===== config.mk =====
export PLATFORM = sky130hd
export DESIGN_NAME = cmod_config_mem
export DESIGN_NICKNAME = d
export VERILOG_FILES = /design/src/rtl/cmod_addr_ptr.v /design/src/rtl/cmod_option_decode.v /design/src/rtl/cmod_config_mem.v
export VERILOG_INCLUDE_DIRS = /design/src /design/src/shared
export SDC_FILE = /design/constraint.sdc
export NUM_CORES = 1
export LEC_CHECK = 0
export ABC_CLOCK_PERIOD_IN_PS = 2600
export BUFFER_PORTS_ARGS = -buffer_cell sky130_fd_sc_hd__buf_2
export CAP_MARGIN = 20
export CORE_AREA = 2 2 135 137
export CTS_CLUSTER_DIAMETER = 80
export CTS_CLUSTER_SIZE = 40
export DETAILED_ROUTE_END_ITERATION = 10
export DIE_AREA = 0 0 137 139
export PLACE_DENSITY = 0.68
export SLEW_MARGIN = 10
export SYNTH_ARGS = -nofsm -noshare
export SYNTH_HDL_FRONTEND = slang
export SYNTH_SLANG_ARGS = --single-unit

===== constraint.sdc =====
create_clock -name mclk -period 2.6 [get_ports mclk]
set_input_delay 0.26 -clock mclk [delete_from_list [all_inputs] [get_ports mclk]]
set_output_delay 0.26 -clock mclk [all_outputs]
set_load 0.01 [all_outputs]

===== src/shared/cmod_defs.vh =====
// cmod_defs.vh: addresses, field positions and word values of the cmod block
// assumes: included by the rtl files of the cmod block, definitions only
`ifndef CMOD_DEFS_VH
`define CMOD_DEFS_VH

// ------------------------------------------------------------
// configuration space addresses
// ------------------------------------------------------------
`define CMOD_ADDR_UID0     16'h8000
`define CMOD_ADDR_UID3     16'h8003
`define CMOD_ADDR_PARTID   16'h8006
`define CMOD_ADDR_OPT1     16'h8007
`define CMOD_ADDR_OPT2     16'h8008
`define CMOD_ADDR_CAL0     16'h8009
`define CMOD_ADDR_CAL1     16'h800a
`define CMOD_ADDR_ZERO     16'h0000

// ------------------------------------------------------------
// word values
// ------------------------------------------------------------
`define CMOD_WORD_BLANK    14'h3fff
`define CMOD_WORD_ZERO     14'h0000
`define CMOD_OPT2_UNIMPL   14'h00dc

// ------------------------------------------------------------
// option word one field positions
// ------------------------------------------------------------
`define CMOD_W1_OSC_LSB    0
`define CMOD_W1_PWRT       5
`define CMOD_W1_RSTPIN     6
`define CMOD_W1_PROT       7
`define CMOD_W1_DPROT      8
`define CMOD_W1_BOR_LSB    9

// ------------------------------------------------------------
// option word two field positions
// ------------------------------------------------------------
`define CMOD_W2_WP_LSB     0
`define CMOD_W2_VCAP       5
`define CMOD_W2_STACK      9
`define CMOD_W2_BORTRIP    10
`define CMOD_W2_LOW_POWER_BROWNOUT_DISABLE      11
`define CMOD_W2_LVE        13

// ------------------------------------------------------------
// self-write protect range codes
// ------------------------------------------------------------
`define CMOD_WP_OFF        2'b11
`define CMOD_WP_BOOT       2'b10
`define CMOD_WP_HALF       2'b01
`define CMOD_WP_BOOT_TOP   13'h01ff

`endif


===== src/rtl/cmod_addr_ptr.v =====
// cmod_addr_ptr: internal address pointer of the programming session
// assumes: command pulses are one cycle wide and, but for enter, only arrive during a session
`include "cmod_defs.vh"
`default_nettype none

module cmod_addr_ptr (
  // clock and reset
  input  wire        mclk,
  input  wire        rst_n,
  // pointer commands
  input  wire        enter,
  input  wire        load_cfg,
  input  wire        incr,
  input  wire        reset_addr,
  // pointer value
  output reg  [15:0] addr_ff
);

  // ------------------------------------------------------------
  // pointer update, entry has priority over any command
  // ------------------------------------------------------------
  always @(posedge mclk) begin
    if (!rst_n) begin
      addr_ff <= `CMOD_ADDR_ZERO;
    end else if (enter || reset_addr) begin
      addr_ff <= `CMOD_ADDR_ZERO;
    end else if (load_cfg) begin
      addr_ff <= `CMOD_ADDR_UID0;
    end else if (incr) begin
      addr_ff <= addr_ff + 16'h0001;
    end
  end

endmodule // cmod_addr_ptr
`default_nettype wire


===== src/rtl/cmod_option_decode.v =====
// cmod_option_decode: combinational decode of the two option words
// assumes: words arrive with unimplemented bits already forced high
`include "cmod_defs.vh"
`default_nettype none

module cmod_option_decode #(
  parameter PMEM_AW = 13
) (
  // stored option words
  input  wire [13:0] opt1,
  input  wire [13:0] opt2,
  // decoded controls
  output wire [2:0]  osc_select,
  output wire        lv_entry_en,
  output wire        rst_pin_is_reset,
  output wire        prog_protect_on,
  output wire        data_protect_on,
  output wire        pwrt_on,
  output wire [1:0]  bor_mode,
  output wire        stack_reset_en,
  output wire        low_power_brownout_disable_off,
  output wire        bor_low_trip,
  output wire        vcore_pad_on,
  output wire        wp_on,
  output wire [12:0] wp_top
);

  wire [1:0] wp_code;
  wire [12:0] mem_top;

  // ------------------------------------------------------------
  // field extraction
  // ------------------------------------------------------------
  assign osc_select      = opt1[`CMOD_W1_OSC_LSB +: 3];
  assign lv_entry_en     = opt2[`CMOD_W2_LVE];
  // low-voltage entry forces the pin to act as reset
  assign rst_pin_is_reset = lv_entry_en | opt1[`CMOD_W1_RSTPIN];
  assign prog_protect_on = ~opt1[`CMOD_W1_PROT];
  assign data_protect_on = ~opt1[`CMOD_W1_DPROT];
  // timer and brown-out each follow their own field only
  assign pwrt_on         = ~opt1[`CMOD_W1_PWRT];
  assign bor_mode        = opt1[`CMOD_W1_BOR_LSB +: 2];
  assign stack_reset_en  = opt2[`CMOD_W2_STACK];
  assign low_power_brownout_disable_off       = opt2[`CMOD_W2_LOW_POWER_BROWNOUT_DISABLE];
  assign bor_low_trip    = opt2[`CMOD_W2_BORTRIP];
  assign vcore_pad_on    = ~opt2[`CMOD_W2_VCAP];

  // ------------------------------------------------------------
  // self-write protect range, half and full tops scale with memory size, boot top fixed at 01ffh
  // ------------------------------------------------------------
  assign wp_code = opt2[`CMOD_W2_WP_LSB +: 2];
  assign mem_top = 13'h1fff >> (13 - PMEM_AW);
  assign wp_on   = (wp_code != `CMOD_WP_OFF);
  assign wp_top  = (wp_code == `CMOD_WP_BOOT) ? `CMOD_WP_BOOT_TOP :
                   (wp_code == `CMOD_WP_HALF) ? (mem_top >> 1) : mem_top;

endmodule // cmod_option_decode
`default_nettype wire


===== src/rtl/cmod_config_mem.v =====
// Functional notes
// - four 14-bit user words at 8000h-8003h, readable regardless of protection
// - part identity word at 8006h is fixed, erase and write leave it alone
// - identity word holds part identifier above, silicon revision in low 5 bits
// - two option words sit at 8007h and 8008h
// - calibration words never take part in any erase
// - low-voltage entry bit starts at one, cleared only in high-voltage session
// - low-voltage entry bit zero refuses low-voltage entry
// - high-voltage entry accepted on elevated reset pin level unless session_exit is high at that edge
// - low-voltage enabled makes reset pin a reset, no general input use
// - erasing data protection off also erases all data memory
// - turning program protection off erases all program memory
// - 3-bit oscillator field selects clock source
// - stack reset bit one makes stack overflow or underflow reset device
// - low-power brown-out bit one keeps that detector off
// - brown-out trip bit one low point, zero high point
// - regulator cap bit one disconnects core supply pad, zero connects
// - 2-bit self-write field: off, low 200h, lower half, all
// - half and full protect boundaries scale with program memory size, boot boundary fixed at 01ffh
// - brown-out reset and power-up timer each follow only their field
// - entry clears address, load configuration sets 8000h
//
// cmod_config_mem: configuration words reached from the programming port
// assumes: command strobes are one-cycle pulses already decoded from the serial port
`include "cmod_defs.vh"
`default_nettype none

module cmod_config_mem #(
  parameter        PMEM_AW   = 13,
  parameter [8:0]  PART_ID   = 9'h0c3,     // arbitrary neutral value
  parameter [4:0]  SILI_REV  = 5'h01,      // arbitrary neutral value
  parameter [13:0] CAL_WORD0 = 14'h2a55,
  parameter [13:0] CAL_WORD1 = 14'h1234,
  parameter [13:0] INIT_UID  = 14'h3fff,
  parameter [13:0] INIT_OPT1 = 14'h3fff,
  parameter [13:0] INIT_OPT2 = 14'h3fff
) (
  // clock and reset
  input  wire        mclk,
  input  wire        rst_n,
  // session entry and exit
  input  wire        high_voltage_entry_level,
  input  wire        lv_key_valid,
  input  wire        session_exit,
  // programming commands
  input  wire        cmd_load_cfg,
  input  wire        cmd_load_data,
  input  wire        cmd_incr_addr,
  input  wire        cmd_reset_addr,
  input  wire        cmd_prog_int,
  input  wire        cmd_prog_ext,
  input  wire        cmd_erase_prog,
  input  wire        cmd_erase_data,
  input  wire        cmd_read,
  input  wire [13:0] wr_data,
  // programming answers
  output reg  [13:0] rd_data_ff,
  output reg         rd_valid_ff,
  output reg         cmd_done_ff,
  output reg  [15:0] addr_out_ff,
  output reg         hv_session_ff,
  output reg         lv_session_ff,
  output reg         lv_refused_ff,
  // erase requests to the memory arrays
  output reg         prog_mem_erase_ff,
  output reg         data_mem_erase_ff,
  // device controls
  input  wire        stack_fault,
  output reg         stack_reset_req_ff,
  output reg  [2:0]  osc_select_ff,
  output reg         low_voltage_entry_enable_ff,
  output reg         master_reset_pin_is_reset_ff,
  output reg         program_read_protect_ff,
  output reg         data_read_protect_ff,
  output reg         powerup_timer_enable_ff,
  output reg  [1:0]  brownout_reset_mode_ff,
  output reg         stack_fault_reset_enable_ff,
  output reg         low_power_brownout_disable_ff,
  output reg         brownout_trip_select_ff,
  output reg         vcore_pad_connect_ff,
  output reg         self_write_protect_on_ff,
  output reg  [12:0] self_write_protect_top_ff
);

  // ------------------------------------------------------------
  // address decode
  // ------------------------------------------------------------
  localparam [2:0] SEL_NONE = 3'd0;
  localparam [2:0] SEL_UID  = 3'd1;
  localparam [2:0] SEL_PID  = 3'd2;
  localparam [2:0] SEL_OPT1 = 3'd3;
  localparam [2:0] SEL_OPT2 = 3'd4;
  localparam [2:0] SEL_CAL0 = 3'd5;
  localparam [2:0] SEL_CAL1 = 3'd6;

  // map a pointer value onto the word it selects
  function [2:0] word_sel;
    input [15:0] a;
    begin
      if (a >= `CMOD_ADDR_UID0 && a <= `CMOD_ADDR_UID3) begin
        word_sel = SEL_UID;
      end else if (a == `CMOD_ADDR_PARTID) begin
        word_sel = SEL_PID;
      end else if (a == `CMOD_ADDR_OPT1) begin
        word_sel = SEL_OPT1;
      end else if (a == `CMOD_ADDR_OPT2) begin
        word_sel = SEL_OPT2;
      end else if (a == `CMOD_ADDR_CAL0) begin
        word_sel = SEL_CAL0;
      end else if (a == `CMOD_ADDR_CAL1) begin
        word_sel = SEL_CAL1;
      end else begin
        word_sel = SEL_NONE;
      end
    end
  endfunction

  // ------------------------------------------------------------
  // storage and internal signals
  // ------------------------------------------------------------
  reg  [13:0] uid_ff [0:3];
  reg  [13:0] opt1_ff;
  reg  [13:0] opt2_ff;
  reg  [13:0] latch_ff;
  reg  [13:0] nxt_opt2;
  reg  [13:0] nxt_rd;
  wire [15:0] addr;
  wire [2:0]  sel;
  wire [1:0]  uid_idx;
  wire        in_session;
  wire        enter;
  wire        cfg_space;
  wire [13:0] part_word;
  integer     i;

  // decoded option fields
  wire [2:0]  dec_osc;
  wire        dec_lve;
  wire        dec_rst_pin;
  wire        dec_prot;
  wire        dec_dprot;
  wire        dec_pwrt;
  wire [1:0]  dec_bor;
  wire        dec_stack;
  wire        dec_low_power_brownout_disable;
  wire        dec_trip;
  wire        dec_vcore;
  wire        dec_wp_on;
  wire [12:0] dec_wp_top;

  assign sel        = word_sel(addr);
  assign uid_idx    = addr[1:0];
  assign in_session = hv_session_ff | lv_session_ff;
  assign cfg_space  = addr >= `CMOD_ADDR_UID0;
  // identity word is built from parameters only, no storage can alter it
  assign part_word  = {PART_ID, SILI_REV};

  // ------------------------------------------------------------
  // session entry
  // ------------------------------------------------------------
  // high voltage wins over the stored entry bit; a key counts only while it reads one
  assign enter = !in_session && !session_exit &&
                 (high_voltage_entry_level || (lv_key_valid && dec_lve));

  always @(posedge mclk) begin
    if (!rst_n) begin
      hv_session_ff <= 1'b0;
      lv_session_ff <= 1'b0;
      lv_refused_ff <= 1'b0;
    end else begin
      lv_refused_ff <= 1'b0;
      if (session_exit) begin
        hv_session_ff <= 1'b0;
        lv_session_ff <= 1'b0;
      end else if (!in_session && high_voltage_entry_level) begin
        hv_session_ff <= 1'b1;
      end else if (!in_session && lv_key_valid) begin
        lv_session_ff <= dec_lve;
        lv_refused_ff <= ~dec_lve;
      end
    end
  end

  // ------------------------------------------------------------
  // address pointer
  // ------------------------------------------------------------
  cmod_addr_ptr u_ptr (
    .mclk       (mclk),
    .rst_n      (rst_n),
    .enter      (enter),
    .load_cfg   (cmd_load_cfg & in_session),
    .incr       (cmd_incr_addr & in_session),
    .reset_addr (cmd_reset_addr & in_session),
    .addr_ff    (addr)
  );

  // ------------------------------------------------------------
  // option word two write value
  // ------------------------------------------------------------
  // unimplemented bits stay high; the entry bit drops only in a high-voltage session
  always @* begin
    nxt_opt2 = latch_ff | `CMOD_OPT2_UNIMPL;
    if (!hv_session_ff) begin
      nxt_opt2[`CMOD_W2_LVE] = opt2_ff[`CMOD_W2_LVE];
    end
  end

  // ------------------------------------------------------------
  // stored words: load, program and erase
  // ------------------------------------------------------------
  always @(posedge mclk) begin
    if (!rst_n) begin
      for (i = 0; i < 4; i = i + 1) begin
        uid_ff[i] <= INIT_UID;
      end
      opt1_ff  <= INIT_OPT1;
      opt2_ff  <= INIT_OPT2 | `CMOD_OPT2_UNIMPL;
      latch_ff <= `CMOD_WORD_BLANK;
    end else if (in_session) begin
      if (cmd_load_cfg || cmd_load_data) begin
        latch_ff <= wr_data;
      end
      if (cmd_prog_int || cmd_prog_ext) begin
        case (sel)
          SEL_UID: uid_ff[uid_idx] <= latch_ff;
          // option words ignore externally timed programming
          SEL_OPT1: begin
            if (cmd_prog_int) begin
              opt1_ff <= latch_ff;
            end
          end
          SEL_OPT2: begin
            if (cmd_prog_int) begin
              opt2_ff <= nxt_opt2;
            end
          end
          // identity, calibration and unmapped words are accepted and dropped
          default: begin
            latch_ff <= latch_ff;
          end
        endcase
      end else if (cmd_erase_prog && cfg_space) begin
        // bulk erase blanks user and option words; calibration and identity stay
        for (i = 0; i < 4; i = i + 1) begin
          uid_ff[i] <= `CMOD_WORD_BLANK;
        end
        opt1_ff <= `CMOD_WORD_BLANK;
        opt2_ff <= `CMOD_WORD_BLANK;
      end
    end
  end

  // ------------------------------------------------------------
  // erase side effects on the memory arrays
  // ------------------------------------------------------------
  // erase that lifts protection wipes the protected array too, so secrets never leak
  always @(posedge mclk) begin
    if (!rst_n) begin
      prog_mem_erase_ff <= 1'b0;
      data_mem_erase_ff <= 1'b0;
    end else begin
      prog_mem_erase_ff <= in_session && cmd_erase_prog;
      data_mem_erase_ff <= in_session && (cmd_erase_data ||
                           (cmd_erase_prog && cfg_space && dec_dprot));
    end
  end

  // ------------------------------------------------------------
  // read path
  // ------------------------------------------------------------
  // user words ignore protection; addresses outside the block read zero
  always @* begin
    case (sel)
      SEL_UID:  nxt_rd = uid_ff[uid_idx];
      SEL_PID:  nxt_rd = part_word;
      SEL_OPT1: nxt_rd = opt1_ff;
      SEL_OPT2: nxt_rd = opt2_ff | `CMOD_OPT2_UNIMPL;
      SEL_CAL0: nxt_rd = CAL_WORD0;
      SEL_CAL1: nxt_rd = CAL_WORD1;
      default:  nxt_rd = `CMOD_WORD_ZERO;
    endcase
  end

  always @(posedge mclk) begin
    if (!rst_n) begin
      rd_data_ff  <= `CMOD_WORD_ZERO;
      rd_valid_ff <= 1'b0;
      cmd_done_ff <= 1'b0;
      addr_out_ff <= `CMOD_ADDR_ZERO;
    end else begin
      rd_valid_ff <= in_session && cmd_read;
      if (in_session && cmd_read) begin
        rd_data_ff <= nxt_rd;
      end
      // every program or erase finishes cleanly, even when dropped
      cmd_done_ff <= in_session && (cmd_prog_int || cmd_prog_ext ||
                     cmd_erase_prog || cmd_erase_data);
      addr_out_ff <= addr;
    end
  end

  // ------------------------------------------------------------
  // option decode
  // ------------------------------------------------------------
  cmod_option_decode #(
    .PMEM_AW (PMEM_AW)
  ) u_dec (
    .opt1             (opt1_ff),
    .opt2             (opt2_ff),
    .osc_select       (dec_osc),
    .lv_entry_en      (dec_lve),
    .rst_pin_is_reset (dec_rst_pin),
    .prog_protect_on  (dec_prot),
    .data_protect_on  (dec_dprot),
    .pwrt_on          (dec_pwrt),
    .bor_mode         (dec_bor),
    .stack_reset_en   (dec_stack),
    .low_power_brownout_disable_off        (dec_low_power_brownout_disable),
    .bor_low_trip     (dec_trip),
    .vcore_pad_on     (dec_vcore),
    .wp_on            (dec_wp_on),
    .wp_top           (dec_wp_top)
  );

  // ------------------------------------------------------------
  // static control outputs
  // ------------------------------------------------------------
  // registered for glitch-free levels; they follow a store one cycle late
  always @(posedge mclk) begin
    if (!rst_n) begin
      osc_select_ff                 <= 3'h7;
      low_voltage_entry_enable_ff   <= 1'b1;
      master_reset_pin_is_reset_ff  <= 1'b1;
      program_read_protect_ff       <= 1'b0;
      data_read_protect_ff          <= 1'b0;
      powerup_timer_enable_ff       <= 1'b0;
      brownout_reset_mode_ff        <= 2'h3;
      stack_fault_reset_enable_ff   <= 1'b1;
      low_power_brownout_disable_ff <= 1'b1;
      brownout_trip_select_ff       <= 1'b1;
      vcore_pad_connect_ff          <= 1'b0;
      self_write_protect_on_ff      <= 1'b0;
      self_write_protect_top_ff     <= 13'h0000;
      stack_reset_req_ff            <= 1'b0;
    end else begin
      osc_select_ff                 <= dec_osc;
      low_voltage_entry_enable_ff   <= dec_lve;
      master_reset_pin_is_reset_ff  <= dec_rst_pin;
      program_read_protect_ff       <= dec_prot;
      data_read_protect_ff          <= dec_dprot;
      powerup_timer_enable_ff       <= dec_pwrt;
      brownout_reset_mode_ff        <= dec_bor;
      stack_fault_reset_enable_ff   <= dec_stack;
      low_power_brownout_disable_ff <= dec_low_power_brownout_disable;
      brownout_trip_select_ff       <= dec_trip;
      vcore_pad_connect_ff          <= dec_vcore;
      self_write_protect_on_ff      <= dec_wp_on;
      self_write_protect_top_ff     <= dec_wp_top;
      stack_reset_req_ff            <= stack_fault && dec_stack;
    end
  end

endmodule // cmod_config_mem
`default_nettype wire


# Word-level counts from Yosys, hierarchy flattened
# Memories as Yosys holds them, arrays and structs flattened. A register that Yosys moved wholly into a read port is not among the register bits.
# Cells that the tools add are included.
[word_totals]
reg_bits = 124
mem_bits_rw = 56
out_inout_bits = 66
mem_count = 1
[mem_list]
columns = ["name", "depth", "word_bits", "read_ports", "rd_ports_with_merged_regs", "wr", "line", "source"]
rows = [
  ["uid_ff", 4, 14, 1, 1, 4, "cmod_config_mem.v:121", "reg [13:0] uid_ff [0:3];"],
]
[classes]
n_addsub = 1
n_lt_le_gt_ge = 2
eq_ne = 19
mux = 42
n_bitwise = 17
reduce_logical = 36
[op_table]
columns = ["cell", "count"]
rows = [
  ["two-way mux 14 bit", 15],
  ["case mux 14 bit (6 select lines)", 1],
  ["== test 16 bit, second input constant", 5],
  ["two-way mux 16 bit", 2],
  ["two-way mux 3 bit", 6],
  ["adder 16 x 1 -> 16 bit, second input constant", 1],
  [">= comparator 16 bit, second input constant", 1],
  ["<= comparator 16 bit, second input constant", 1],
  ["OR reduction 14 bit", 1],
  ["logical AND 1 bit", 13],
  ["two-way mux 1 bit", 13],
  ["two-way mux 13 bit", 1],
  ["== test 3 bit, second input constant", 3],
  ["two-way mux 9 bit", 1],
  ["inequality test 2 bit, second input constant", 4],
  ["NOT 1 bit", 8],
  ["AND reduction 4 bit", 2],
  ["logical OR 1 bit", 7],
  ["== test 3 x 2 -> 1 bit, second input constant", 2],
  ["two-way mux 2 bit", 3],
  ["OR 1 bit", 6],
  ["OR reduction 2 bit", 3],
  ["OR reduction 3 bit", 2],
  ["AND reduction 5 bit", 1],
  ["other kinds (9)", 15],
]

# Logic depth before layout (Yosys ltp)
# Gate-level depths: netlist of the first run.
[logic_depth]
word_depth = 15
ltp_mapped = 8
ltp_nobuf = 7

# Cells and area by module
# A second synthesis of the first run with hierarchy kept.
[hier_totals]
cells_unflattened = 667
hier_area_um2 = 7312.0
[by_module_without_submodules]
columns = ["mod", "n_inst", "cells_per_inst", "area_each_um2", "seq_area_each_um2"]
rows = [
  ["cmod_config_mem", 1, 556, 6382.4, 3743.6],
  ["cmod_addr_ptr", 1, 80, 718.2, 320.3],
  ["cmod_option_decode", 1, 31, 211.5, 0.0],
]

# Worst setup path after synthesis of the first run
# Ideal clock, no wire load.
[synth_path]
path_type = "register -> register"
from = "register u_ptr.addr_ff[14]"
to = "memory uid_ff[0][0], enable pin"
setup_ns = 0.361
arrival_time_ns = 1.991
path_slack_ns = 0.248
path_stages_with_launch = 7
n_path_buf = 1
synth_period_minus_slack_ns = 2.352
path_cell_list = "dfxtp_1 -> nor4b_1 -> nand4_1 -> nor3_2 -> nand2_1 -> clkbuf_1 -> nand2_1"
[synth_rtl]
columns = ["item", "line", "source"]
rows = [
  ["from (decl)", "cmod_addr_ptr.v:16", "output reg [15:0] addr_ff"],
  ["from (signal assigned)", "cmod_addr_ptr.v:24", "addr_ff <= `CMOD_ADDR_ZERO;"],
  ["from (signal assigned)", "cmod_addr_ptr.v:26", "addr_ff <= `CMOD_ADDR_ZERO;"],
  ["from (signal assigned)", "cmod_addr_ptr.v:28", "addr_ff <= `CMOD_ADDR_UID0;"],
  ["to (decl)", "cmod_config_mem.v:121", ""],
]

# Final worst setup path of the first run
[layout_path]
from = "register u_ptr.addr_ff[0]"
to = "register opt1_ff[12]"
[layout_between]
elab_chain_len = 10
elab_cells_between_ends = 19
classes_between = "order compare: 2; eq/ne: 7; mux: 6; reduce/logical: 4"
[layout_rtl]
columns = ["item", "line", "source"]
rows = [
  ["== test 16 bit (no source line)", "-", ""],
  ["two-way mux 3 bit", "cmod_config_mem.v:110", "end else if (a == `CMOD_ADDR_CAL1) begin"],
  ["two-way mux 3 bit", "cmod_config_mem.v:108", "end else if (a == `CMOD_ADDR_CAL0) begin"],
  ["two-way mux 3 bit", "cmod_config_mem.v:106", "end else if (a == `CMOD_ADDR_OPT2) begin"],
  ["two-way mux 3 bit", "cmod_config_mem.v:104", "end else if (a == `CMOD_ADDR_OPT1) begin"],
  ["two-way mux 3 bit", "cmod_config_mem.v:102", "end else if (a == `CMOD_ADDR_PARTID) begin"],
  ["two-way mux 3 bit", "cmod_config_mem.v:100", "if (a >= `CMOD_ADDR_UID0 && a <= `CMOD_ADDR_UID3) begin"],
  ["== test 3 x 2 -> 1 bit", "cmod_config_mem.v:224", "case (sel)"],
  ["inequality test 2 x 1 -> 1 bit (no source line)", "-", ""],
  ["AND reduction 4 bit (no source line) (*)", "-", ""],
  ["to (signal assigned)", "cmod_config_mem.v:229", "opt1_ff <= latch_ff;"],
  ["to (signal assigned)", "cmod_config_mem.v:247", "opt1_ff <= `CMOD_WORD_BLANK;"],
  ["to (decl)", "cmod_config_mem.v:122", "reg [13:0] opt1_ff;"],
]
# Every way passes the cells marked *; elsewhere a longest branch is shown, timed or not.
# A chain may end at the register's enable or synchronous reset.

==> impl_results.html, run 1 <==
<table>
<tr><th>Metric</th><th>Value</th></tr>
<tr><th colspan="2">Power</th></tr>
<tr><td>Worst IR drop on VDD</td><td>0.0004414 V</td></tr>
<tr><td>Power share of the sequential group</td><td>48.1%</td></tr>
<tr><td>Total chip power</td><td>around 5.7 mW</td></tr>
<tr><td>Net Sw Power</td><td>1.247 mW</td></tr>
<tr><td>Total power per unit cell area</td><td>670.1 nW/um2</td></tr>
<tr><td>Combinational share of power</td><td>4.2%</td></tr>
<tr><td>Internal portion of total power</td><td>4.425 mW</td></tr>
<tr><td>Leakage power</td><td>between 3 and 4 nW</td></tr>
<tr><td>Net switching fraction of the power</td><td>a little over a fifth</td></tr>
<tr><td>Portion of total power attributed to the clock network</td><td>47.8%</td></tr>
<tr><th colspan="2">Outcome</th></tr>
<tr><td>Result of the run</td><td>finished clean</td></tr>
<tr><th colspan="2">Route</th></tr>
<tr><td>DR vias</td><td>4,971</td></tr>
<tr><td>Iteration-0 DRC count of the detailed router</td><td>417</td></tr>
<tr><td>Remaining design rule violation count</td><td>0</td></tr>
<tr><td>Count of nets left with antenna violations after detail routing</td><td>0</td></tr>
<tr><td>Aggregate routed wire length</td><td>16,040 um</td></tr>
<tr><td>Initial DRT Pass Iterations</td><td>8</td></tr>
<tr><td>Drt via density</td><td>5.088</td></tr>
<tr><td>Routed WL per cell</td><td>16.41 um</td></tr>
<tr><th colspan="2">Synthesis</th></tr>
<tr><td>Flip-flop and latch count after synthesis</td><td>167</td></tr>
<tr><td>Number of warnings printed during yosys synthesis</td><td>0</td></tr>
<tr><td>Number of nets in the synthesized netlist</td><td>~650</td></tr>
<tr><td>Seq/Total Area, Yosys</td><td>56.28%</td></tr>
<tr><td>Count of flip-flops with a built-in enable after synthesis</td><td>56</td></tr>
<tr><td>Synth Flop Type</td><td>sky130_fd_sc_hd__dfxtp_1</td></tr>
<tr><td>Number of unique standard cell types used by synthesis</td><td>66</td></tr>
<tr><td>Total standard cell area after synthesis</td><td>6937 um2</td></tr>
<tr><td>Proportion of synthesized flip-flops having asynchronous set or reset</td><td>0%</td></tr>
<tr><td>Mapped Avg Cell Area</td><td>11.19 um2</td></tr>
<tr><td>Cell count after synthesis</td><td>620</td></tr>
<tr><th colspan="2">Timing</th></tr>
<tr><td>Remaining max-slew budget at the tightest pin</td><td>about half</td></tr>
<tr><td>Unrepaired setup endpoints after global routing</td><td>no</td></tr>
<tr><td>Post-route clock period utilization</td><td>93.95%</td></tr>
<tr><td>Worst Setup Slack, final</td><td>157.3 ps</td></tr>
<tr><td>Peak clock frequency supported by timing</td><td>0.4094 GHz</td></tr>
<tr><td>Final number of hold-violating endpoints</td><td>0</td></tr>
<tr><td>Final setup vio count</td><td>0</td></tr>
<tr><td>Shortest clock period the worst path allows after layout</td><td>2443 ps</td></tr>
<tr><td>Setup TNS</td><td>0 ps</td></tr>
<tr><td>Final Slew Violations</td><td>0</td></tr>
<tr><td>Clock tree skew after final layout</td><td>10.66 ps</td></tr>
<tr><td>Hold Slack</td><td>36.64 ps</td></tr>
<tr><td>Transition time at the pin with the least slew margin</td><td>755.7 ps</td></tr>
<tr><th colspan="2">Clocking</th></tr>
<tr><td>Resized Gates After CTS</td><td>0</td></tr>
<tr><td>Clock tree from TritonCTS</td><td>yes</td></tr>
<tr><td>Number of clock sinks</td><td>167</td></tr>
<tr><td>Root Buffer</td><td>sky130_fd_sc_hd__clkbuf_16</td></tr>
<tr><td>Total CTS buffers</td><td>17</td></tr>
<tr><td>H-tree depth</td><td>4</td></tr>
<tr><td>Clock buffer depth</td><td>2</td></tr>
<tr><td>Clock-pin slew on the worst setup and hold paths</td><td>70 ps</td></tr>
<tr><td>Setup Buffers After CTS</td><td>0</td></tr>
<tr><td>Clock network latency to the later pin of the worst-skew pair</td><td>between 400 and 500 ps</td></tr>
<tr><td>Cts-stage hold buffer count</td><td>0</td></tr>
<tr><th colspan="2">Worst setup path</th></tr>
<tr><td>Reg-to-reg endpoint</td><td>opt1_ff[12]</td></tr>
<tr><td>Data arrival time of the critical path</td><td>2810 ps</td></tr>
<tr><td>Standard cell with the maximum stage delay on the critical path</td><td>sky130_fd_sc_hd__or4bb_1</td></tr>
<tr><td>Category of the critical setup timing path</td><td>flop to flop</td></tr>
<tr><td>Critical path endpoint category</td><td>flop</td></tr>
<tr><td>Critical path origin</td><td>u_ptr.addr_ff[0]</td></tr>
<tr><td>List of cells traversed by the critical path</td><td>inv_1, ha_1, or4bb_1, nor4_4, nand2_2, a21oi_4, buf_4, mux2i_1</td></tr>
<tr><td>End point of the critical path</td><td>opt1_ff[12]</td></tr>
<tr><td>Max stage delay on crit path</td><td>540 ps</td></tr>
<tr><td>Startpoint of the most critical register-to-register path</td><td>u_ptr.addr_ff[0]</td></tr>
<tr><td>Register-to-Register Setup Slack</td><td>160 ps</td></tr>
<tr><td>Critical Path Source Type</td><td>flop</td></tr>
<tr><td>CP max FO</td><td>8</td></tr>
<tr><td>Logic depth of the worst register-to-register path</td><td>8</td></tr>
<tr><td>Crit path required time</td><td>between 2000 and 3000 ps</td></tr>
<tr><th colspan="2">Hold path</th></tr>
<tr><td>Path type of the worst min-delay path</td><td>input pin to flop</td></tr>
<tr><th colspan="2">Global routing</th></tr>
<tr><td>Global-route wire length before repair</td><td>25,250 um</td></tr>
<tr><td>Pin count of the biggest net entering global routing</td><td>just under 60</td></tr>
<tr><td>Final global-route overflow total</td><td>0</td></tr>
<tr><td>Combined global-route utilization of all metal layers</td><td>17.37%</td></tr>
<tr><td>Via count of the first global-routing pass</td><td>approximately 4,700</td></tr>
<tr><td>Antenna violations before repair</td><td>0</td></tr>
<tr><th colspan="2">Finish</th></tr>
<tr><td>Multi-input combinational cell area</td><td>2781 um2</td></tr>
<tr><td>Fin nets</td><td>768</td></tr>
<tr><td>Commonest non-fill, non-tap cells in the layout</td><td>111 x sky130_fd_sc_hd__dfxtp_1, 94 x sky130_fd_sc_hd__buf_2, 61 x sky130_fd_sc_hd__or2_2</td></tr>
<tr><td>Filler Cells Inserted</td><td>1,576</td></tr>
<tr><td>Most common cell after layout, fill and taps aside</td><td>sky130_fd_sc_hd__dfxtp_1</td></tr>
<tr><td>Ratio of cells with drive above 1 in the final layout</td><td>34.63%</td></tr>
<tr><td>Combined flip-flop and latch cell area</td><td>3904 um2</td></tr>
<tr><td>Diode count</td><td>0</td></tr>
<tr><td>Area growth from synthesis to layout</td><td>22.02%</td></tr>
<tr><th colspan="2">Floorplanning</th></tr>
<tr><td>Placeable core region</td><td>17,660 um2</td></tr>
<tr><td>Boundary pin count</td><td>95</td></tr>
<tr><td>Number of placement rows</td><td>49</td></tr>
<tr><td>Width of the chip</td><td>137 um</td></tr>
<tr><td>Initial Utilization</td><td>39.29%</td></tr>
<tr><td>Area enclosed by the die boundary</td><td>between 15,000 and 20,000 um2</td></tr>
<tr><td>Vertical die dimension</td><td>139 um</td></tr>
<tr><th colspan="2">Placed design</th></tr>
<tr><td>Global placer's final weighted congestion</td><td>0.9294</td></tr>
<tr><td>Number of I/O port buffers</td><td>94</td></tr>
<tr><td>Minimum setup slack after placement</td><td>157.6 ps</td></tr>
<tr><td>Detail Placement HPWL</td><td>11,620 um</td></tr>
<tr><th colspan="2">Run</th></tr>
<tr><td># Max-Cap Violations</td><td>0</td></tr>
</table>
## worst max-delay path, delay by kind of cell, from the launching register on
family | cells | cell delay [ps]
flops | 1 | 400
compound gates | 1 | 350
fa+ha+maj | 1 | 220
simple gates | 3 | 870
mux | 1 | 190
buf+inv | 2 | 360
## power groups by stage
stage / logic, mW / registers (mW) / clock network (mW)
2_1_floorplan: 0.132 / 2.79 / 0
3_3_place_gp: 0.235 / 2.78 / 0
3_5_place_dp: 0.236 / 2.78 / 0
4_1_cts: 0.237 / 2.73 / 2.75
5_1_grt: 0.259 / 2.73 / 2.86
6_report: 0.236 / 2.73 / 2.71
## worst min path at each step
stage / endpoint / depth (start not counted) / start / slack (ps)
after floorplan: self_write_protect_top_ff[7] / 0 / rst_n / 290
after global placement: program_read_protect_ff / 1 / opt1_ff[7] / 440
after detailed placement: program_read_protect_ff / 1 / opt1_ff[7] / 440
after CTS: latch_ff[9] / 3 / wr_data[9] / 30
after global routing: latch_ff[1] / 3 / wr_data[1] / 40
final: latch_ff[7] / 3 / wr_data[7] / 40
## registers in the layout, summed over array words and instances, names as in the netlist, 2 cells and up, named ones only
name / cells
osc_select_ff: 3
addr_out_ff: 16
self_write_protect_top_ff: 3
opt1_ff: 14
opt2_ff: 9
uid_ff: 56
rd_data_ff: 14
brownout_reset_mode_ff: 2
u_ptr.addr_ff: 16
latch_ff: 14
## metal layers
layer / vias to the layer above / GRT usage [%] / share of wire (%) / wire length, um
met5: - / 0 / 0 / 0
met4: 0 / 5.697 / 1.8 / 284
met3: 20 / 4.715 / 5.3 / 846
met2: 147 / 26.87 / 46 / 7395
met1: 2388 / 23.55 / 47 / 7511
li1: 2416 / - / - / -
## synth_stat cells, types with 2 or more instances
cell,number,share of area (%)
sky130_fd_sc_hd__buf_2,3,0.22
sky130_fd_sc_hd__nand2_1,42,2.3
sky130_fd_sc_hd__and3_1,7,0.63
sky130_fd_sc_hd__a31oi_1,2,0.18
sky130_fd_sc_hd__a211oi_1,2,0.22
sky130_fd_sc_hd__nor2_1,43,2.3
sky130_fd_sc_hd__buf_4,10,1.1
sky130_fd_sc_hd__o21ai_0,24,1.7
sky130_fd_sc_hd__a21boi_0,2,0.22
sky130_fd_sc_hd__nor4_4,2,0.61
sky130_fd_sc_hd__xor2_1,7,0.88
sky130_fd_sc_hd__xnor2_1,9,1.1
sky130_fd_sc_hd__o2111a_1,2,0.32
sky130_fd_sc_hd__o2111ai_1,2,0.25
sky130_fd_sc_hd__nand4_1,6,0.54
sky130_fd_sc_hd__mux4_2,13,4.2
sky130_fd_sc_hd__inv_1,13,0.70
sky130_fd_sc_hd__nor2b_1,18,1.6
sky130_fd_sc_hd__a22oi_1,9,0.97
sky130_fd_sc_hd__buf_6,2,0.32
sky130_fd_sc_hd__clkbuf_1,26,1.4
sky130_fd_sc_hd__a21oi_1,23,1.7
sky130_fd_sc_hd__nand2b_1,8,0.72
sky130_fd_sc_hd__dfxtp_1,111,32
sky130_fd_sc_hd__edfxtp_1,56,24
sky130_fd_sc_hd__nor3_2,2,0.29
sky130_fd_sc_hd__a221oi_1,5,0.63
sky130_fd_sc_hd__ha_1,4,0.72
sky130_fd_sc_hd__mux2_2,3,0.49
sky130_fd_sc_hd__nor3_1,2,0.14
sky130_fd_sc_hd__and2_1,22,2.0
sky130_fd_sc_hd__nor4_1,4,0.36
sky130_fd_sc_hd__nor3b_1,6,0.65
sky130_fd_sc_hd__or3_1,2,0.18
sky130_fd_sc_hd__mux2i_1,25,3.6
sky130_fd_sc_hd__nand3_1,12,0.87
sky130_fd_sc_hd__or2_2,61,5.5
sky130_fd_sc_hd__or4_1,2,0.22
## area by class of cell
cell class / instances / share of cell area [%]
Clock buffer: 19 / 5.484
Clock inverter: 13 / 2.114
Inverter: 13 / 0.5765
Multi-Input combinational cell: 398 / 32.86
Sequential cell: 167 / 46.12
Tap cell: 229 / 3.385
Timing Repair Buffer: 138 / 9.460
## cells by family (layout without fill, tap and decap cells)
family	count (synthesis)	count (layout)	synth area share, %
AOI/OAI and AO/OA	84	84	8.027
and+or+nand+nor	252	252	20.69
buffers and inverters	55	183	3.788
DFF	167	167	56.28
adders and majority gates	4	4	0.7215
xor gates and xnor gates	16	16	2.020
muxes	42	42	8.478
## metrics by stage
| stage | util [%] | instance area, um2 | cells |
|---|---|---|---|
| final | 47.94 | 8464 | 977 |
| after global routing | 47.94 | 8464 | 977 |
| after CTS | 47.94 | 8464 | 977 |
| after detailed placement | 44.30 | 7821 | 945 |
| after global placement | 44.30 | 7821 | 945 |
| after floorplan | - | 6937 | 620 |
Power figures use the tool's default switching activity.
==> run 2, diff against run 1 <==
- CORE_AREA: 2 2 135 137 -> 2 2 139 141
- DIE_AREA: 0 0 137 139 -> 0 0 141 143
- SYNTH_HIERARCHICAL: unset -> 1
==> impl_results.html, run 2 <==
<table>
<tr><th>Metric</th><th>Value</th></tr>
<tr><th colspan="2">Outcome</th></tr>
<tr><td>Result of the run</td><td>finished clean</td></tr>
<tr><th colspan="2">Worst setup path</th></tr>
<tr><td>Kind of cell adding the most delay to the critical path</td><td>simple AND/OR/NAND/NOR gates</td></tr>
<tr><td>Critical path endpoint category</td><td>flop</td></tr>
<tr><td>Crit path required time</td><td>2720 ps</td></tr>
<tr><td>Critical Path Source Type</td><td>flop</td></tr>
<tr><td>Standard cell with the maximum stage delay on the critical path</td><td>sky130_fd_sc_hd__or4_4</td></tr>
<tr><td>List of cells traversed by the critical path</td><td>or4_4, nor3_4, nand3_4, buf_4, o21ai_1, buf_4</td></tr>
<tr><td>Logic depth of the worst register-to-register path</td><td>6</td></tr>
<tr><td>Category of the critical setup timing path</td><td>flop to flop</td></tr>
<tr><td>Data arrival time of the critical path</td><td>2530 ps</td></tr>
<tr><td>Number of logic stages on the critical path including buffering</td><td>6</td></tr>
<tr><td>Critical path's most frequent cell</td><td>sky130_fd_sc_hd__buf_4</td></tr>
<tr><td>Buf/Inv on CP</td><td>2</td></tr>
<tr><td>CP max FO</td><td>20</td></tr>
<tr><td>Max stage delay on crit path</td><td>620 ps</td></tr>
<tr><th colspan="2">Finish</th></tr>
<tr><td>Fin nets</td><td>slightly below 800</td></tr>
<tr><td>Diode count</td><td>0</td></tr>
<tr><td>Top reg by flops</td><td>uid_ff</td></tr>
<tr><td>Ratio of cells with drive above 1 in the final layout</td><td>24.87%</td></tr>
<tr><td>Max FFs per register</td><td>between 50 and 60</td></tr>
<tr><td>Most common cell after layout, fill and taps aside</td><td>sky130_fd_sc_hd__dfxtp_1</td></tr>
<tr><td>Commonest non-fill, non-tap cells in the layout</td><td>119 x sky130_fd_sc_hd__dfxtp_1, 94 x sky130_fd_sc_hd__buf_2, 56 x sky130_fd_sc_hd__edfxtp_1</td></tr>
<tr><td>Largest regs</td><td>uid_ff x56, addr_out_ff x16, u_ptr/addr_ff x16</td></tr>
<tr><td>Area growth from synthesis to layout</td><td>17.98%</td></tr>
<tr><td>Non-filler instance count after layout</td><td>approximately 1,000</td></tr>
<tr><td>Post-route cell area</td><td>8622 um2</td></tr>
<tr><td>Post-layout utilization of the core</td><td>a little under half</td></tr>
<tr><th colspan="2">Clocking</th></tr>
<tr><td>Clock-pin slew on the worst setup and hold paths</td><td>60 ps</td></tr>
<tr><td>H-tree depth</td><td>4</td></tr>
<tr><td>Clock buffer depth</td><td>2</td></tr>
<tr><td>Resized Gates After CTS</td><td>0</td></tr>
<tr><td>Root Buffer</td><td>sky130_fd_sc_hd__clkbuf_16</td></tr>
<tr><td>Clock tree from TritonCTS</td><td>yes</td></tr>
<tr><td>Clock network latency to the later pin of the worst-skew pair</td><td>430 ps</td></tr>
<tr><td>Number of clock sinks</td><td>175</td></tr>
<tr><td>Cts-stage hold buffer count</td><td>0</td></tr>
<tr><td>Setup Buffers After CTS</td><td>0</td></tr>
<tr><td>Total CTS buffers</td><td>17</td></tr>
<tr><th colspan="2">Floorplanning</th></tr>
<tr><td>Boundary pin count</td><td>95</td></tr>
<tr><td>Vertical die dimension</td><td>143 um</td></tr>
<tr><td>Area enclosed by the die boundary</td><td>20,160 um2</td></tr>
<tr><td>Initial Utilization</td><td>39.33%</td></tr>
<tr><td>Number of placement rows</td><td>50</td></tr>
<tr><td>Placeable core region</td><td>18,580 um2</td></tr>
<tr><td>Width of the chip</td><td>141 um</td></tr>
<tr><th colspan="2">Synthesis</th></tr>
<tr><td>Mapped Avg Cell Area</td><td>10.97 um2</td></tr>
<tr><td>Number of warnings printed during yosys synthesis</td><td>6</td></tr>
<tr><td>Total standard cell area after synthesis</td><td>7308 um2</td></tr>
<tr><td>Cell count after synthesis</td><td>666</td></tr>
<tr><th colspan="2">Timing</th></tr>
<tr><td>Peak clock frequency supported by timing</td><td>0.4161 GHz</td></tr>
<tr><td>Remaining max-slew budget at the tightest pin</td><td>57.23%</td></tr>
<tr><td>Transition time at the pin with the least slew margin</td><td>634.8 ps</td></tr>
<tr><td>Final Slew Violations</td><td>0</td></tr>
<tr><td>Worst Setup Slack, final</td><td>a little under 200 ps</td></tr>
<tr><td>Setup TNS</td><td>0 ps</td></tr>
<tr><td>Unrepaired setup endpoints after global routing</td><td>no</td></tr>
<tr><td>Final setup vio count</td><td>0</td></tr>
<tr><td>Hold Slack</td><td>slightly above 70 ps</td></tr>
<tr><td>Clock tree skew after final layout</td><td>between 10 and 15 ps</td></tr>
<tr><td>Post-route clock period utilization</td><td>92.44%</td></tr>
<tr><td>Shortest clock period the worst path allows after layout</td><td>roughly 2400 ps</td></tr>
<tr><td>Final number of hold-violating endpoints</td><td>0</td></tr>
<tr><th colspan="2">Route</th></tr>
<tr><td>Drt via density</td><td>5.177</td></tr>
<tr><td>Count of nets left with antenna violations after detail routing</td><td>0</td></tr>
<tr><td>Aggregate routed wire length</td><td>17,240 um</td></tr>
<tr><td>Remaining design rule violation count</td><td>0</td></tr>
<tr><td>Routed WL per cell</td><td>~17 um</td></tr>
<tr><td>DR vias</td><td>around 5,200</td></tr>
<tr><td>Initial DRT Pass Iterations</td><td>4</td></tr>
<tr><td>Iteration-0 DRC count of the detailed router</td><td>392</td></tr>
<tr><th colspan="2">Power</th></tr>
<tr><td>Total power per unit cell area</td><td>around 650 nW/um2</td></tr>
<tr><td>Leakage power</td><td>3.196 nW</td></tr>
<tr><td>Worst IR drop on VDD</td><td>0.0004180 V</td></tr>
<tr><td>Total chip power</td><td>5.599 mW</td></tr>
<tr><th colspan="2">Global routing</th></tr>
<tr><td>Global-route wire length before repair</td><td>26,740 um</td></tr>
<tr><td>Antenna violations before repair</td><td>0</td></tr>
<tr><td>Combined global-route utilization of all metal layers</td><td>17.53%</td></tr>
<tr><td>Via count of the first global-routing pass</td><td>4,942</td></tr>
<tr><td>Pin count of the biggest net entering global routing</td><td>56</td></tr>
<tr><td>Final global-route overflow total</td><td>0</td></tr>
<tr><th colspan="2">Placed design</th></tr>
<tr><td>Post-Place Cells</td><td>978</td></tr>
<tr><td>Detail Placement HPWL</td><td>12,240 um</td></tr>
<tr><td>Placed cell areas</td><td>between 8000 and 9000 um2</td></tr>
<tr><td>Number of I/O port buffers</td><td>94</td></tr>
<tr><td>Global placer's final weighted congestion</td><td>0.7902</td></tr>
<tr><td>Minimum setup slack after placement</td><td>193.2 ps</td></tr>
<tr><th colspan="2">Hold path</th></tr>
<tr><td>Hold path cells</td><td>2</td></tr>
<tr><td>Path type of the worst min-delay path</td><td>input pin to flop</td></tr>
<tr><th colspan="2">Run</th></tr>
<tr><td># Max-Cap Violations</td><td>0</td></tr>
</table>
-- run 2: area by class of cell --
cell class,instances,area [um2]
Multi-Input combinational cell,413,2838
Fill cell,1700,9958
Inverter,26,97.59
Tap cell,234,292.8
Timing Repair Buffer,130,740.7
Sequential cell,175,4064
Clock buffer,23,520.5
Clock inverter,9,68.82
-- run 2: final timing paths --
check	from	end	slack (ps)
hold / removal	stack_fault	stack_reset_req_ff	70
setup / recovery	u_ptr/addr_ff[9]	uid_ff[1][7]	200
hold reg to reg	rd_data_ff[1]	rd_data_ff[1]	460
setup reg to reg	u_ptr/addr_ff[9]	uid_ff[1][7]	200
-- run 2: routing by layer --
layer / track usage [%] / wire (um)
met5: 0 / 0
met4: 6.211 / 325
met3: 6.036 / 1153
met2: 26.50 / 7696
met1: 23.49 / 8060
-- run 2: where the power goes --
part / leakage [nW] / switching (mW) / total (mW) / internal, mW
Combinational: 1.56 / 0.143 / 0.232 / 0.0886
Sequential: 1.35 / 0.0255 / 2.86 / 2.84
Clock: 0.291 / 1.08 / 2.50 / 1.42
Total: 3.20 / 1.25 / 5.60 / 4.35
